`src/core/acrt_regs.svh`:
```
/*
 * Timing constants for the conversion-control and readout sequencer.
 * Assumes a 125 MHz core clock (8 ns period).
 */
`ifndef ACRT_REGS_SVH
`define ACRT_REGS_SVH
`define ACRT_CLK_PS           8000
// short enough to finish, with the busy tail, before the read-after-convert frame at 508 ns
`define ACRT_CONV_NS          480
`define ACRT_CONV_CYC         ((`ACRT_CONV_NS * 1000) / `ACRT_CLK_PS)
`define ACRT_EOC_BUSY_NS      10
`define ACRT_EOC_BUSY_CYC     (((`ACRT_EOC_BUSY_NS * 1000) + `ACRT_CLK_PS - 1) / `ACRT_CLK_PS)
`define ACRT_BUSY_MAX_NS      550
`define ACRT_BUSY_MAX_CYC     ((`ACRT_BUSY_MAX_NS * 1000) / `ACRT_CLK_PS)
`define ACRT_RST_BUSY_NS      500
`define ACRT_RST_BUSY_CYC     ((`ACRT_RST_BUSY_NS * 1000) / `ACRT_CLK_PS)
`define ACRT_SYNC_RDC_NS      135
`define ACRT_SYNC_RDC_CYC     ((`ACRT_SYNC_RDC_NS * 1000) / `ACRT_CLK_PS)
`define ACRT_SYNC_RAC_NS      508
`define ACRT_SYNC_RAC_CYC     ((`ACRT_SYNC_RAC_NS * 1000) / `ACRT_CLK_PS)
`define ACRT_RES_W            18
`define ACRT_CNT_W            12
`endif

```
`src/core/acrt_pkg.sv`:
```
/*
 * Types for the conversion-control and readout sequencer.
 * Assumes acrt_regs.svh is compiled alongside.
 */
package acrt_pkg;
  typedef enum logic [1:0] {
    ACRT_MODE_PARALLEL,
    ACRT_MODE_MSER_RDC,
    ACRT_MODE_MSER_RAC,
    ACRT_MODE_SSER
  } acrt_mode_type;
  typedef struct packed {
    logic sdo;
    logic sclk;
    logic frame;
  } acrt_ser_type;
  typedef struct packed {
    logic sdo;
    logic sclk;
    logic frame;
  } acrt_ser_oe_type;
endpackage : acrt_pkg

```
`src/core/acrt_seq.sv`:
```
/*
 * Conversion control and result readout sequencer, single 125 MHz clock.
 * Assumes the core supplies the finished 18-bit code; convert start and
 * chip select are synchronised here before use, mode and divider are not.
 */
// Behaviour
// - busy rises after convert start and stays high at most 550 ns except in master read-after-convert.
// - the result is valid on the outputs no later than 550 ns after convert start.
// - data is valid at least 2 ns before busy falls.
// - busy falls no sooner than 10 ns after the internal conversion ends.
// - each result is offered as soon as its conversion ends, with no pipeline latency.
// - after reset, busy is held high for about 500 ns before operation resumes.
// - in master read-during-convert, the frame marker asserts about 135 ns after convert start.
// - in master read-after-convert, the frame marker asserts about 508 ns after start and busy falls after it ends.
// - in master read-after-convert, the divider code selects serial clock periods of 16, 16, 32 or 64 ns (code 00 rounded up from 8 ns).
// - in master read-after-convert, busy stays high at most 0.84, 1.14, 1.72 or 2.88 us per divider code.
// - the first serial clock edge follows the frame marker, which falls together with the last (falling) clock edge.
// - chip select high releases serial data, frame marker and serial clock within 10 ns; here the two-stage synchroniser takes up to 16 ns.
// - chip select low starts driving frame marker, clock and data within 10 ns in master mode; here the two-stage synchroniser takes up to 16 ns.
`timescale 1ns/1ps
`include "acrt_regs.svh"
module acrt_seq (
  // clock and reset
  input  wire logic                      mclk_in,
  input  wire logic                      rst_n_in,
  // host control pins
  input  wire logic                      convert_start_n_in,
  input  wire logic                      chip_select_n_in,
  input  wire acrt_pkg::acrt_mode_type   mode_in,
  input  wire logic [1:0]                serial_clock_divider_in,
  // converter core result
  input  wire logic [`ACRT_RES_W-1:0]    core_result_in,
  // outputs
  output logic                           busy_out,
  output logic [`ACRT_RES_W-1:0]         data_out,
  output acrt_pkg::acrt_ser_type         ser_out,
  output acrt_pkg::acrt_ser_oe_type      ser_oe_out
);
  import acrt_pkg::*;

  typedef enum {ST_RESET, ST_IDLE, ST_CONV, ST_HOLD, ST_WAITF, ST_SHIFT, ST_TAIL} acrt_state_type;

  // half period in cycles of 8 ns: 1,1,2,4 -> periods 16..64; code 00 gives 8 ns rounded to 2 cycles
  function automatic logic [2:0] half_cyc(input logic [1:0] d);
    case (d)
      2'h0:    half_cyc = 3'h1;
      2'h1:    half_cyc = 3'h1;
      2'h2:    half_cyc = 3'h2;
      default: half_cyc = 3'h4;
    endcase
  endfunction : half_cyc

  // ==================================================
  // pin synchronisers
  logic [1:0] cnv_s_r, cs_s_r;
  logic       cnv_d_r;
  always_ff @(posedge mclk_in or negedge rst_n_in) begin
    if (!rst_n_in) begin
      cnv_s_r <= 2'h3;
      cs_s_r  <= 2'h3;
      cnv_d_r <= 1'b1;
    end else begin
      cnv_s_r <= {cnv_s_r[0], convert_start_n_in};
      cs_s_r  <= {cs_s_r[0], chip_select_n_in};
      cnv_d_r <= cnv_s_r[1];
    end
  end
  wire cnv_fall = cnv_d_r & ~cnv_s_r[1];
  wire cs_n     = cs_s_r[1];
  wire master   = (mode_in == ACRT_MODE_MSER_RDC) || (mode_in == ACRT_MODE_MSER_RAC);

  // ==================================================
  // sequencer
  acrt_state_type               st_r, st_nxt;
  logic [`ACRT_CNT_W-1:0]       cnt_r, cnt_nxt;
  logic [`ACRT_RES_W-1:0]       data_r, data_nxt, sh_r, sh_nxt;
  logic [4:0]                   bit_r, bit_nxt;
  logic [2:0]                   div_r, div_nxt;
  logic                         busy_r, busy_nxt, frame_r, frame_nxt, sclk_r, sclk_nxt;
  logic                         rac_r, rac_nxt;

  always_comb begin
    st_nxt    = st_r;
    cnt_nxt   = cnt_r + 1'b1;
    data_nxt  = data_r;
    sh_nxt    = sh_r;
    bit_nxt   = bit_r;
    div_nxt   = div_r;
    busy_nxt  = busy_r;
    frame_nxt = frame_r;
    sclk_nxt  = sclk_r;
    rac_nxt   = rac_r;
    case (st_r)
      ST_RESET: begin
        busy_nxt = 1'b1;
        if (cnt_r >= `ACRT_CNT_W'(`ACRT_RST_BUSY_CYC - 1)) begin
          st_nxt   = ST_IDLE;
          busy_nxt = 1'b0;
        end
      end
      ST_IDLE: begin
        cnt_nxt = '0;
        // start raises busy; relied on, starts ignored while busy
        if (cnv_fall) begin
          st_nxt   = ST_CONV;
          busy_nxt = 1'b1;
          rac_nxt  = (mode_in == ACRT_MODE_MSER_RAC);
        end
      end
      ST_CONV: begin
        // read-during-convert frame marker at 135 ns, shifting previous result
        if (!rac_r && master && cnt_r == `ACRT_CNT_W'(`ACRT_SYNC_RDC_CYC - 1)) begin
          frame_nxt = 1'b1;
          sh_nxt    = data_r;
          bit_nxt   = 5'(`ACRT_RES_W);
          div_nxt   = half_cyc(2'h0);
        end
        // reload of one toggles every cycle, so all 18 bits leave before the conversion ends
        if (frame_r && !rac_r && div_r != 3'h1) div_nxt = div_r - 1'b1;
        else if (frame_r && !rac_r) begin
          // serial clock only while frame is up
          div_nxt  = half_cyc(2'h0);
          sclk_nxt = ~sclk_r;
          if (sclk_r) begin
            sh_nxt  = {sh_r[`ACRT_RES_W-2:0], 1'b0};
            bit_nxt = bit_r - 1'b1;
            if (bit_r == 5'h1) frame_nxt = 1'b0;
          end
        end
        if (cnt_r == `ACRT_CNT_W'(`ACRT_CONV_CYC - 1)) begin
          data_nxt = core_result_in;
          st_nxt   = ST_HOLD;
          cnt_nxt  = '0;
        end
      end
      ST_HOLD: begin
        // data stable, busy drops 2 cycles (16 ns) after end of conversion, except in read-after-convert
        if (cnt_r == `ACRT_CNT_W'(`ACRT_EOC_BUSY_CYC - 1)) begin
          cnt_nxt = '0;
          if (rac_r) st_nxt = ST_WAITF;
          else begin
            st_nxt    = ST_IDLE;
            busy_nxt  = 1'b0;
            frame_nxt = 1'b0;
            sclk_nxt  = 1'b0;
          end
        end
      end
      ST_WAITF: begin
        // read-after-convert frame marker at 508 ns from start
        if (cnt_r == `ACRT_CNT_W'(`ACRT_SYNC_RAC_CYC - `ACRT_CONV_CYC - `ACRT_EOC_BUSY_CYC - 1)) begin
          st_nxt    = ST_SHIFT;
          frame_nxt = 1'b1;
          sh_nxt    = data_r;
          bit_nxt   = 5'(`ACRT_RES_W);
          div_nxt   = half_cyc(serial_clock_divider_in);
        end
      end
      ST_SHIFT: begin
        // divided clock, 18 bits bound busy time
        if (div_r != 3'h1) div_nxt = div_r - 1'b1;
        else begin
          div_nxt  = half_cyc(serial_clock_divider_in);
          sclk_nxt = ~sclk_r;
          if (sclk_r) begin
            sh_nxt  = {sh_r[`ACRT_RES_W-2:0], 1'b0};
            bit_nxt = bit_r - 1'b1;
            if (bit_r == 5'h1) begin
              st_nxt    = ST_TAIL;
              frame_nxt = 1'b0;
            end
          end
        end
      end
      ST_TAIL: begin
        st_nxt   = ST_IDLE;
        busy_nxt = 1'b0;
      end
      default: st_nxt = ST_IDLE;
    endcase
  end

  always_ff @(posedge mclk_in or negedge rst_n_in) begin
    if (!rst_n_in) begin
      st_r    <= ST_RESET;
      cnt_r   <= '0;
      data_r  <= '0;
      sh_r    <= '0;
      bit_r   <= 5'h0;
      div_r   <= 3'h0;
      busy_r  <= 1'b1;
      frame_r <= 1'b0;
      sclk_r  <= 1'b0;
      rac_r   <= 1'b0;
    end else begin
      st_r    <= st_nxt;
      cnt_r   <= cnt_nxt;
      data_r  <= data_nxt;
      sh_r    <= sh_nxt;
      bit_r   <= bit_nxt;
      div_r   <= div_nxt;
      busy_r  <= busy_nxt;
      frame_r <= frame_nxt;
      sclk_r  <= sclk_nxt;
      rac_r   <= rac_nxt;
    end
  end

  // ==================================================
  // outputs
  assign busy_out  = busy_r;
  assign data_out  = data_r;
  assign ser_out   = '{sdo: sh_r[`ACRT_RES_W-1], sclk: sclk_r, frame: frame_r};
  // one synchronised chip select gates all serial drivers
  assign ser_oe_out = '{sdo: ~cs_n && mode_in != ACRT_MODE_PARALLEL, sclk: ~cs_n && master, frame: ~cs_n && master};

  // ==================================================
  // checks
  logic [`ACRT_CNT_W-1:0] busy_len_r;
  always_ff @(posedge mclk_in or negedge rst_n_in) begin
    if (!rst_n_in) busy_len_r <= '0;
    else if (busy_r) busy_len_r <= busy_len_r + 1'b1;
    else busy_len_r <= '0;
  end
  busy_max_a: assert property (@(posedge mclk_in) disable iff (!rst_n_in)
    (busy_r && !rac_r && st_r != ST_RESET) |-> busy_len_r <= `ACRT_CNT_W'(`ACRT_BUSY_MAX_CYC))
    else $error("busy too long");
  data_valid_a: assert property (@(posedge mclk_in) disable iff (!rst_n_in)
    cnv_fall && st_r == ST_IDLE |-> ##[1:68] (st_r == ST_HOLD))
    else $error("result late");
  data_before_busy_a: assert property (@(posedge mclk_in) disable iff (!rst_n_in)
    $fell(busy_r) |-> $stable(data_r))
    else $error("data moved at busy fall");
  eoc_busy_a: assert property (@(posedge mclk_in) disable iff (!rst_n_in)
    (st_r == ST_CONV && st_nxt == ST_HOLD) |=> busy_r)
    else $error("busy fell at conversion end");
  no_latency_a: assert property (@(posedge mclk_in) disable iff (!rst_n_in)
    (st_r == ST_CONV && st_nxt == ST_HOLD) |=> data_r == $past(core_result_in))
    else $error("result not current");
  frame_rdc_a: assert property (@(posedge mclk_in) disable iff (!rst_n_in)
    (st_r == ST_CONV && !rac_r && master && cnt_r == `ACRT_CNT_W'(`ACRT_SYNC_RDC_CYC - 1)) |=> frame_r)
    else $error("frame not asserted");
  busy_after_frame_a: assert property (@(posedge mclk_in) disable iff (!rst_n_in)
    (rac_r && $fell(busy_r)) |-> !frame_r && $past(!frame_r))
    else $error("busy fell before frame end");
  sclk_in_frame_a: assert property (@(posedge mclk_in) disable iff (!rst_n_in)
    $rose(sclk_r) |-> frame_r)
    else $error("clock edge outside frame");
  cs_release_a: assert property (@(posedge mclk_in) disable iff (!rst_n_in)
    $rose(cs_s_r[1]) |-> ser_oe_out == '0)
    else $error("serial pins still driven");
endmodule : acrt_seq

```
`config.mk`:
```
export PLATFORM = sky130hd
export DESIGN_NAME = acrt_seq
export DESIGN_NICKNAME = d
export VERILOG_FILES = /design/src/core/acrt_pkg.sv /design/src/core/acrt_seq.sv
export VERILOG_INCLUDE_DIRS = /design/src /design/src/core
export SDC_FILE = /design/constraint.sdc
export NUM_CORES = 1
export LEC_CHECK = 0
export ABC_CLOCK_PERIOD_IN_PS = 3100
export BUFFER_PORTS_ARGS = -buffer_cell sky130_fd_sc_hd__buf_2
export CORE_MARGIN = 10
export CORE_UTILIZATION = 50
export DETAILED_ROUTE_END_ITERATION = 6
export HOLD_SLACK_MARGIN = 0.06
export PLACE_DENSITY = 0.76
export SLEW_MARGIN = 5
export SYNTH_ARGS = -nofsm -noshare
export SYNTH_HDL_FRONTEND = slang
export SYNTH_SLANG_ARGS = --single-unit
```
`constraint.sdc`:
```
create_clock -name mclk_in -period 3.1 [get_ports mclk_in]
set_clock_uncertainty 0.1 [all_clocks]
set_input_delay 0.155 -clock mclk_in [delete_from_list [all_inputs] [get_ports mclk_in]]
set_output_delay 0.155 -clock mclk_in [all_outputs]
set_load 0.01 [all_outputs]
```
Word level (Yosys, flattened, before mapping) --
Index checks and enable logic that the tools add are counted.
Word-level totals: logic and storage cells 128, output and inout bits 25, input bits 26, register bits after elaboration 97
Operators by class: $add $sub $neg 3, bitwise operators 4, eq/ne operators 27, multiplexer cells 55, reductions and logical operators 25, order comparisons 1
Operators by type and width (number):
- $mux 32 | 8
- $pmux 32 s6 | 1
- $mux 18 | 7
- $eq 32x3->1 const B | 3
- $eq 32x2->1 const B | 2
- $pmux 18 s3 | 1
- $pmux 12 s3 | 1
- $mux 5 | 7
- $eq 32x1->1 const B | 1
- $logic_not 32->1 | 1
- $mux 12 | 2
- $ne 2x2->1 const B | 11
- $mux 3 | 6
- $mux 1 | 16
- $pmux 5 s3 | 1
- $add 12x1->12 const B | 1
- $eq 12x1->1 const B | 1
- $eq 12x4->1 const B | 1
- $eq 12x6->1 const B | 1
- $ge 12x6->1 const B | 1
- $logic_not 12->1 | 1
- $pmux 3 s3 | 1
- $pmux 1 s4 | 2
- $reduce_and 4->1 | 2
- other kinds (24) | 36

Logic depth before layout (Yosys ltp) --
Gate-level depths: netlist (run 1).
word-level depth 10, mapped depth 9, mapped depth without buffers 7

Worst setup path before layout (run 1) --
No wires, ideal clock.
kind register -> register, from reg cnt_r[7], to reg data_r[10], in the netlist data_out[10], setup time 125 ps, buffers on the path 1, path slack 1033 ps, period minus slack after synthesis 2067 ps, required time 2875 ps, stages on the path, launching flop included 6, arrival 1842 ps, cells stage by stage dfrtp_1 > nor4_4 > nand4_2 > nor3_4 > buf_12 > mux2_4
Between the ends: word-level cells in the longest chain between the ends 2
RTL lines:
- from (decl) | line acrt_seq.sv:75 | logic [`ACRT_CNT_W-1:0] cnt_r, cnt_nxt;
- from (signal assigned) | line acrt_seq.sv:197 | cnt_r <= cnt_nxt;
- $eq 12x6->1 | line acrt_seq.sv:130 | if (cnt_r == `ACRT_CNT_W'(`ACRT_CONV_CYC - 1)) begin
- $reduce_and 2->1 (no source line)
- to (signal assigned) | line acrt_seq.sv:198 | data_r <= data_nxt;
- to (decl) | line acrt_seq.sv:76 | logic [`ACRT_RES_W-1:0] data_r, data_nxt, sh_r, sh_nxt;
Every way passes these cells. A chain may end at the register's enable or synchronous reset.

Worst setup path after layout (run 1) --
from reg cnt_r[7], to reg sh_r[4]
Between the ends: word-level cells in the longest chain between the ends 7, elaborated cells on any way between the ends 10, classes of those cells eq/ne (2); mux (5); reduce/logical (3)
RTL lines:
- $eq 12x4->1 | line acrt_seq.sv:112 | if (!rac_r && master && cnt_r == `ACRT_CNT_W'(`ACRT_SYNC_RDC_CYC - 1)) begin
- $logic_and 1x1->1 | line acrt_seq.sv:112
- $mux 18 | line acrt_seq.sv:112
- $mux 18 | line acrt_seq.sv:124 | if (sclk_r) begin
- $mux 18 | line acrt_seq.sv:120 | else if (frame_r && !rac_r) begin
- $mux 18 | line acrt_seq.sv:119 | if (frame_r && !rac_r && div_r != 3'h1) div_nxt = div_r - 1'b1;
- $pmux 18 s3 | line acrt_seq.sv:93 | case (st_r)
- to (signal assigned) | line acrt_seq.sv:199 | sh_r <= sh_nxt;
- to (decl) | line acrt_seq.sv:76
Several ways; a longest one is shown, not always the timed one.

==> impl_results.md, run 1 <==
- Status: finished, final reports clean
- Synth cell count leaders: dfrtp_1, nor2_1, a22oi_1, o2bb2ai_1, nand2_1
- CTS buffer count: 9
- # DRC: 0
- Post-Syn Nets: 354
- TritonCTS clock tree: done
- R2R Path Start: cnt_r[7]$_DFF_PN0_
- Vias/cell: 5.66
- Async SR Flop Fraction: 100%
- Total number of H-tree levels: 3
- Core area: 0.00687 mm2
- CP Class: reg2reg
- Root Buffer Master: clkbuf_8
- Critical path's top delay family: compound AO/OA/AOI/OAI gates
- Area growth syn-to-layout: 19.8%
- Clock power share: 45.1%
- Number of synthesized flops with an enable pin: 0
- Most frequent cell after synthesis: dfrtp_1
- Port Buffers: 50
- Clk_lat worst skew: between 0.3 and 0.4 ns
- Core Rows: 30
- Syn avg cell area: 11.2 um2
- Number of global-route vias before repair: ~2800
- CP Cell Sequence: nor4_4 > and4_4 > a31o_1 > a22oi_1 > o2bb2ai_1
- Reg power frac: 50.8%
- Gr ovfl total: 0
- CP Max Fanout: 17
- DR vias: 2747
- Die width: 104 um
- CP arrival: 2.49 ns
- Sw Share: 21.8%
- Final WL: 7.91 mm
- Relative slew slack: about 44%
- Hpwl dp: ~5.3 mm
- Antenna-violating nets left: 0
- Largest net degree at the start of global routing: roughly 70
- Max Fclk: 433 MHz
- Critical path depth: 5
- Hold_buf cts: 22
- Effective utilization at floorplan: 51.9%
- Crit-path max cell delay: around 0.56 ns
- Sw Pwr: 384 uW
- Initial antenna violation count: 0
- Worst-path clk slew: 0.08 ns
- Power per cell area: just over 400 mW/mm2
- Final hold violations: 0
- Drt wl/cell: between 15 and 20 um
- Setup TNS: 0 ns
- Ports: 51
- First-pass GRT wire length: 13.9 mm
- Ant diodes: 0
- Synth Flop Type: dfrtp_1
- Nets@finish: 421
- Post-CTS Setup Repair Bufs: 0
- Worst path slowest cell: a31o_1
- Critical Path RT: 3.27 ns
- Seq/Total Area, Yosys: roughly 48%
- Worst slew pin tran: about 0.84 ns
- Clock buffer depth: 2
- Final core utilization: 62.2%
- Period minus WS final: ~2.3 ns
- RSZ-0062 raised after global routing: false
- Synth Cell Area: ~0.0036 mm2
- Worst Hold Class: in2reg
- Post-synth top area cell: dfrtp_1
- Placer Congestion: ~0.85
- Period utilization: 74.5%
- CTS sink count: 68
- Hold_sp: mode_in[1]
- Bufs and invs on worst path: 0
- Top cells by area, synth: dfrtp_1, dfstp_2, mux2_4, o2bb2ai_1, mux2_2
- CTS resizes: 0
- Logic pwr share: between 4 and 5%
- Die Y: 104 um
- Synth unique cells: 62
- Critical path startpoint: cnt_r[7]$_DFF_PN0_
- CP Capture Type: flop
- FF+latch count, synth: 68
- Setup violators final: 0
- R2R Setup Slk: 0.79 ns
- Die area: 0.0109 mm2
- Layout cells sized above 1: 28.0%
- Starting DRC count in detailed routing: ~180
- Hold path depth: 3
- Maximum VDD drop: 261 uV
- P_leak: 1.95 nW
- Drt first pass iters: 4
- Number of synthesis warnings: 0
- Total track usage: 15.1%
- Max-slew violation count: 0
- Number of max-cap violations: 0
- Worst reg2reg path depth: 5
- Startpoint types: flop
- P_int: 1.38 mW
- Post-synth top area share: roughly 43%
- Gate Count Post-Synth: 318
power by group through the flow:
stage          logic (mW)  registers, mW  clock network [mW]
6_report           0.0716          0.896               0.796
5_1_grt            0.0808          0.896               0.856
4_1_cts            0.0726          0.896               0.812
3_5_place_dp       0.0513          0.913                   0
3_3_place_gp       0.0501          0.913                   0
2_1_floorplan      0.0116          0.912                   0
worst reg2reg max path, stage by stage (launching register included):
cell       delay [ns]
dfrtp_1          0.45
nor4_4           0.41
and4_4           0.34
a31o_1           0.56
a22oi_1          0.20
o2bb2ai_1        0.18
layer usage:
layer	up-vias	wire (um)	GRT usage, %
li1	1311	-	-
met1	1356	3570	19.0
met2	72	3830	24.3
met3	8	415	4.40
met4	0	93	4.57
met5	-	0	0
cells by family (layout without fill, tap and decap cells):
| family | count (synthesis) | count (layout) | synth area share [%] |
|---|---|---|---|
| AOI/OAI and AO/OA | 87 | 87 | 18.3 |
| xor gates and xnor gates | 10 | 10 | 2.46 |
| adders and majority gates | 10 | 10 | 3.51 |
| buffers and inverters | 32 | 103 | 4.91 |
| DFF | 68 | 68 | 47.9 |
| muxes | 22 | 22 | 8.00 |
| and+or+nand+nor | 89 | 89 | 14.9 |
path summary, 6_finish.rpt:
check | to
max in group asynchronous | div_r[0]$_DFFE_PN0P_
worst max-delay path | sh_r[4]$_DFFE_PN0P_
min in group asynchronous | st_r[2]$_DFFE_PN0P_
worst min register to register | cnv_s_r[1]$_DFF_PN1_
worst max register to register | sh_r[4]$_DFFE_PN0P_
worst min-delay path | rac_r$_DFFE_PN0P_
registers in the layout, summed over array words and instances (netlist names):
register	count
st_r	3
cnt_r	12
cs_s_r	2
cnv_d_r	1
sh_r	18
div_r	3
busy_out	1
data_out	18
rac_r	1
cnv_s_r	2
frame_r	1
sclk_r	1
bit_r	5
placed cells by master (no fill, tap or decap), drive strengths merged, types with 3 or more instances in the layout:
master / n
inv: 12
dlygate4sd3: 22
nor2: 18
o21ai: 9
clkbuf: 9
nor3: 5
xnor2: 5
a21oi: 11
o31ai: 5
nand2b: 7
a22oi: 17
nand3b: 3
o22ai: 3
and3: 4
nand3: 8
nand2: 14
and2: 3
xor2: 5
dfstp: 6
buf: 55
nand4: 4
dfrtp: 62
and4: 3
mux2: 22
o2bb2ai: 17
nor2b: 8
ha: 10
a31oi: 6
stage by stage:
step	power (mW)	setup WS [ns]	cell area [um2]	hold slack, ns	instances
floorplan	0.924	1.03	3570	-0.241	318
global placement	0.963	0.826	3840	0.161	448
detailed placement	0.964	0.767	3840	0.161	448
CTS	1.78	0.740	4270	0.0849	485
global route	1.83	0.541	4270	0.0999	485
finish	1.76	0.789	4270	0.0887	485
cell type report:
type,instances,area (um2)
multi-input combinational,218,1680
inverter,11,41.3
clock buffer,9,124
clock inverter,6,88.8
fill,556,2590
timing repair buffer,77,508
tap,96,120
sequential,68,1710
Power figures use the tool's default switching activity.
==> run 2, diff against run 1 <==
Settings changed: ABC_CLOCK_PERIOD_IN_PS 3100 to 2100, PLACE_DENSITY 0.76 to 0.79.
Clock period 3.1 ns to 2.1 ns, I/O delays scaled along.
==> impl_results.md, run 2 (same netlist as run 1, synthesis figures left out) <==
- Status: complete, but fails checks
- Violated checks: negative setup slack
- Total track usage: 15.5% (+0.39 points)
- Number of global-route vias before repair: 2854 (+0.60%)
- Core Rows: 30 (unchanged)
- Total number of H-tree levels: 3 (unchanged)
- Setup violators final: 4 (+4)
- Period utilization: 102% (+27 points)
- Vias/cell: 5.65 (-0.17%)
- Critical Path RT: 2.29 ns (-0.98 ns)
- R2R Path Start: cnt_r[8]$_DFF_PN0_
- P_leak: 2.12 nW (+8.4%)
- Worst-path clk slew: 0.07 ns (about the same)
- Worst slew pin tran: 0.543 ns (-0.296 ns)
- Hold path depth: 3 (unchanged)
- Max Fclk: 469 MHz (+8.4%)
- Port Buffers: 50 (unchanged)
- RSZ-0062 raised after global routing: true
- Worst Hold Class: in2reg
- Logic pwr share: 4.0% (about the same)
- # DRC: 0 (unchanged)
- TritonCTS clock tree: done
- Starting DRC count in detailed routing: 231 (+31%)
- P_int: 2.29 mW (+66%)
- Relative slew slack: 63.8% (+20 points)
- Power per cell area: 610 mW/mm2 (+48%)
- DR vias: 2895 (+5.4%)
- Die area: 0.0109 mm2 (unchanged)
- Hold_sp: mode_in[1]
- CP Capture Type: flop
- Effective utilization at floorplan: 51.9% (unchanged)
- Max-slew violation count: 0 (unchanged)
- Startpoint types: flop
- Commonest non-fill, non-tap cell in the layout: dfrtp_1
- Ant diodes: 0 (unchanged)
- Root Buffer Master: clkbuf_8
- Largest net degree at the start of global routing: 27 (-61%)
- Hpwl dp: 5.87 mm (+10%)
- Sw Share: 19.8% (-2.0 points)
- Drt wl/cell: 17.7 um (+8.4%)
- Clock buffer depth: 2 (unchanged)
- Antenna-violating nets left: 0 (unchanged)
- Reg power frac: 46.3% (-4.5 points)
- CP Class: reg2reg
- Period minus WS final: 2.13 ns (-0.179 ns)
- Final WL: 9.05 mm (+14%)
- Initial antenna violation count: 0 (unchanged)
- R2r endpoint: bit_r[2]$_DFFE_PN0P_
- Min setup slack post-route: -0.0316 ns (-0.821 ns)
- Tot Pwr: 2.85 mW (+62%)
- Maximum VDD drop: 511 uV (+96%)
- Commonest cells after routing, fill and taps aside: dfrtp_1, buf_2, buf_4, dlygate4sd3_1, nor2_1
- Nets@finish: 447 (+6.2%)
- Ports: 51 (unchanged)
- Final hold violations: 0 (unchanged)
- Gr ovfl total: 0 (unchanged)
- Sw Pwr: 566 uW (+47%)
- Core area: 0.00687 mm2 (unchanged)
- Layout cells sized above 1: 35.1% (+7.1 points)
- Area growth syn-to-layout: 31.3%
- R2R Setup Slk: -0.03 ns (-0.82 ns)
- Clk_lat worst skew: 0.35 ns (about the same)
- Drt first pass iters: 5 (+1)
- Placer Congestion: 0.856 (+1.2%)
- Pre-CTS setup slack: -0.175 ns (-0.942 ns)
- Die width: 104 um (unchanged)
- CTS buffer count: 9 (unchanged)
- CP arrival: 2.32 ns (-0.17 ns)
- Clock power share: 49.7% (+4.6 points)
- Hold EP: rac_r$_DFFE_PN0P_
- CTS sink count: 68 (unchanged)
- First-pass GRT wire length: 14.1 mm (+1.4%)
- Number of max-cap violations: 0 (unchanged)
- Worst reg2reg path depth: 6 (+1)
- Die Y: 104 um (unchanged)
- CP Max Fanout: 22 (+5)
==> run 2: power by group through the flow <==
stage | logic [mW] | clock network, mW | registers (mW)
floorplan | 0.0172 | 0 | 1.35
global placement | 0.0787 | 0 | 1.35
detailed placement | 0.0816 | 0 | 1.35
CTS | 0.115 | 1.43 | 1.32
global route | 0.129 | 1.49 | 1.32
finish | 0.115 | 1.42 | 1.32
==> run 2: layout make-up <==
class                           count  area, um2
Fill cell                         473       2190
Multi-Input combinational cell    219       1780
Sequential cell                    68       1710
Timing Repair Buffer              102        766
Clock inverter                      6        136
Clock buffer                       10        128
Tap cell                           96        120
Inverter                           11       41.3
==> run 2: per-layer routing <==
metal	GRT usage, %	wire (um)	vias to the layer above
li1	-	-	1368
met1	19.2	4010	1425
met2	25.4	4490	95
met3	4.96	473	7
met4	3.58	78	0
met5	0	0	-
==> run 2: repair_timing <==
action,4_1_cts,5_1_grt
hold buffers,23,0
gates cloned,0,2
gates resized for setup,2,23
setup endpoints to repair,18,38
pin swaps,0,4
setup buffers,0,3
endpoints found under the hold margin,40,0
==> run 2: stage by stage <==
stage | utilization, % | TNS [ns] | cells | hold slack, ns | area (um2)
2_1_floorplan | - | 0 | 318 | -0.291 | 3570
3_3_place_gp | 58.5 | -0.802 | 468 | -0.0234 | 4020
3_5_place_dp | 58.5 | -2.10 | 468 | -0.0229 | 4020
4_1_cts | 65.7 | -0.0159 | 507 | 0.0776 | 4510
5_1_grt | 68.2 | -1.17 | 512 | 0.0848 | 4680
6_report | 68.2 | -0.0498 | 512 | 0.0782 | 4680
==> run 2: worst max-delay path, stage by stage (launching register included) <==
cell      delay (ns)
dfrtp_2         0.45
nor4_4          0.40
and4_2          0.37
a21boi_4        0.09
buf_12          0.18
nor4bb_1        0.32
a211o_1         0.15
==> run 2: worst max path at each step <==
stage / cells after the start / slack, ns / endpoint / from
after floorplan: 5 / 0.03 / data_out[10]$_DFFE_PN0P_ / cnt_r[7]$_DFF_PN0_
after global placement: 5 / -0.07 / sh_r[4]$_DFFE_PN0P_ / cnt_r[6]$_DFF_PN0_
after detailed placement: 5 / -0.18 / sh_r[5]$_DFFE_PN0P_ / cnt_r[7]$_DFF_PN0_
after CTS: 5 / -0.009 / bit_r[2]$_DFFE_PN0P_ / cnt_r[7]$_DFF_PN0_
after global routing: 6 / -0.07 / data_out[6]$_DFFE_PN0P_ / cnt_r[8]$_DFF_PN0_
final: 6 / -0.03 / bit_r[2]$_DFFE_PN0P_ / cnt_r[8]$_DFF_PN0_
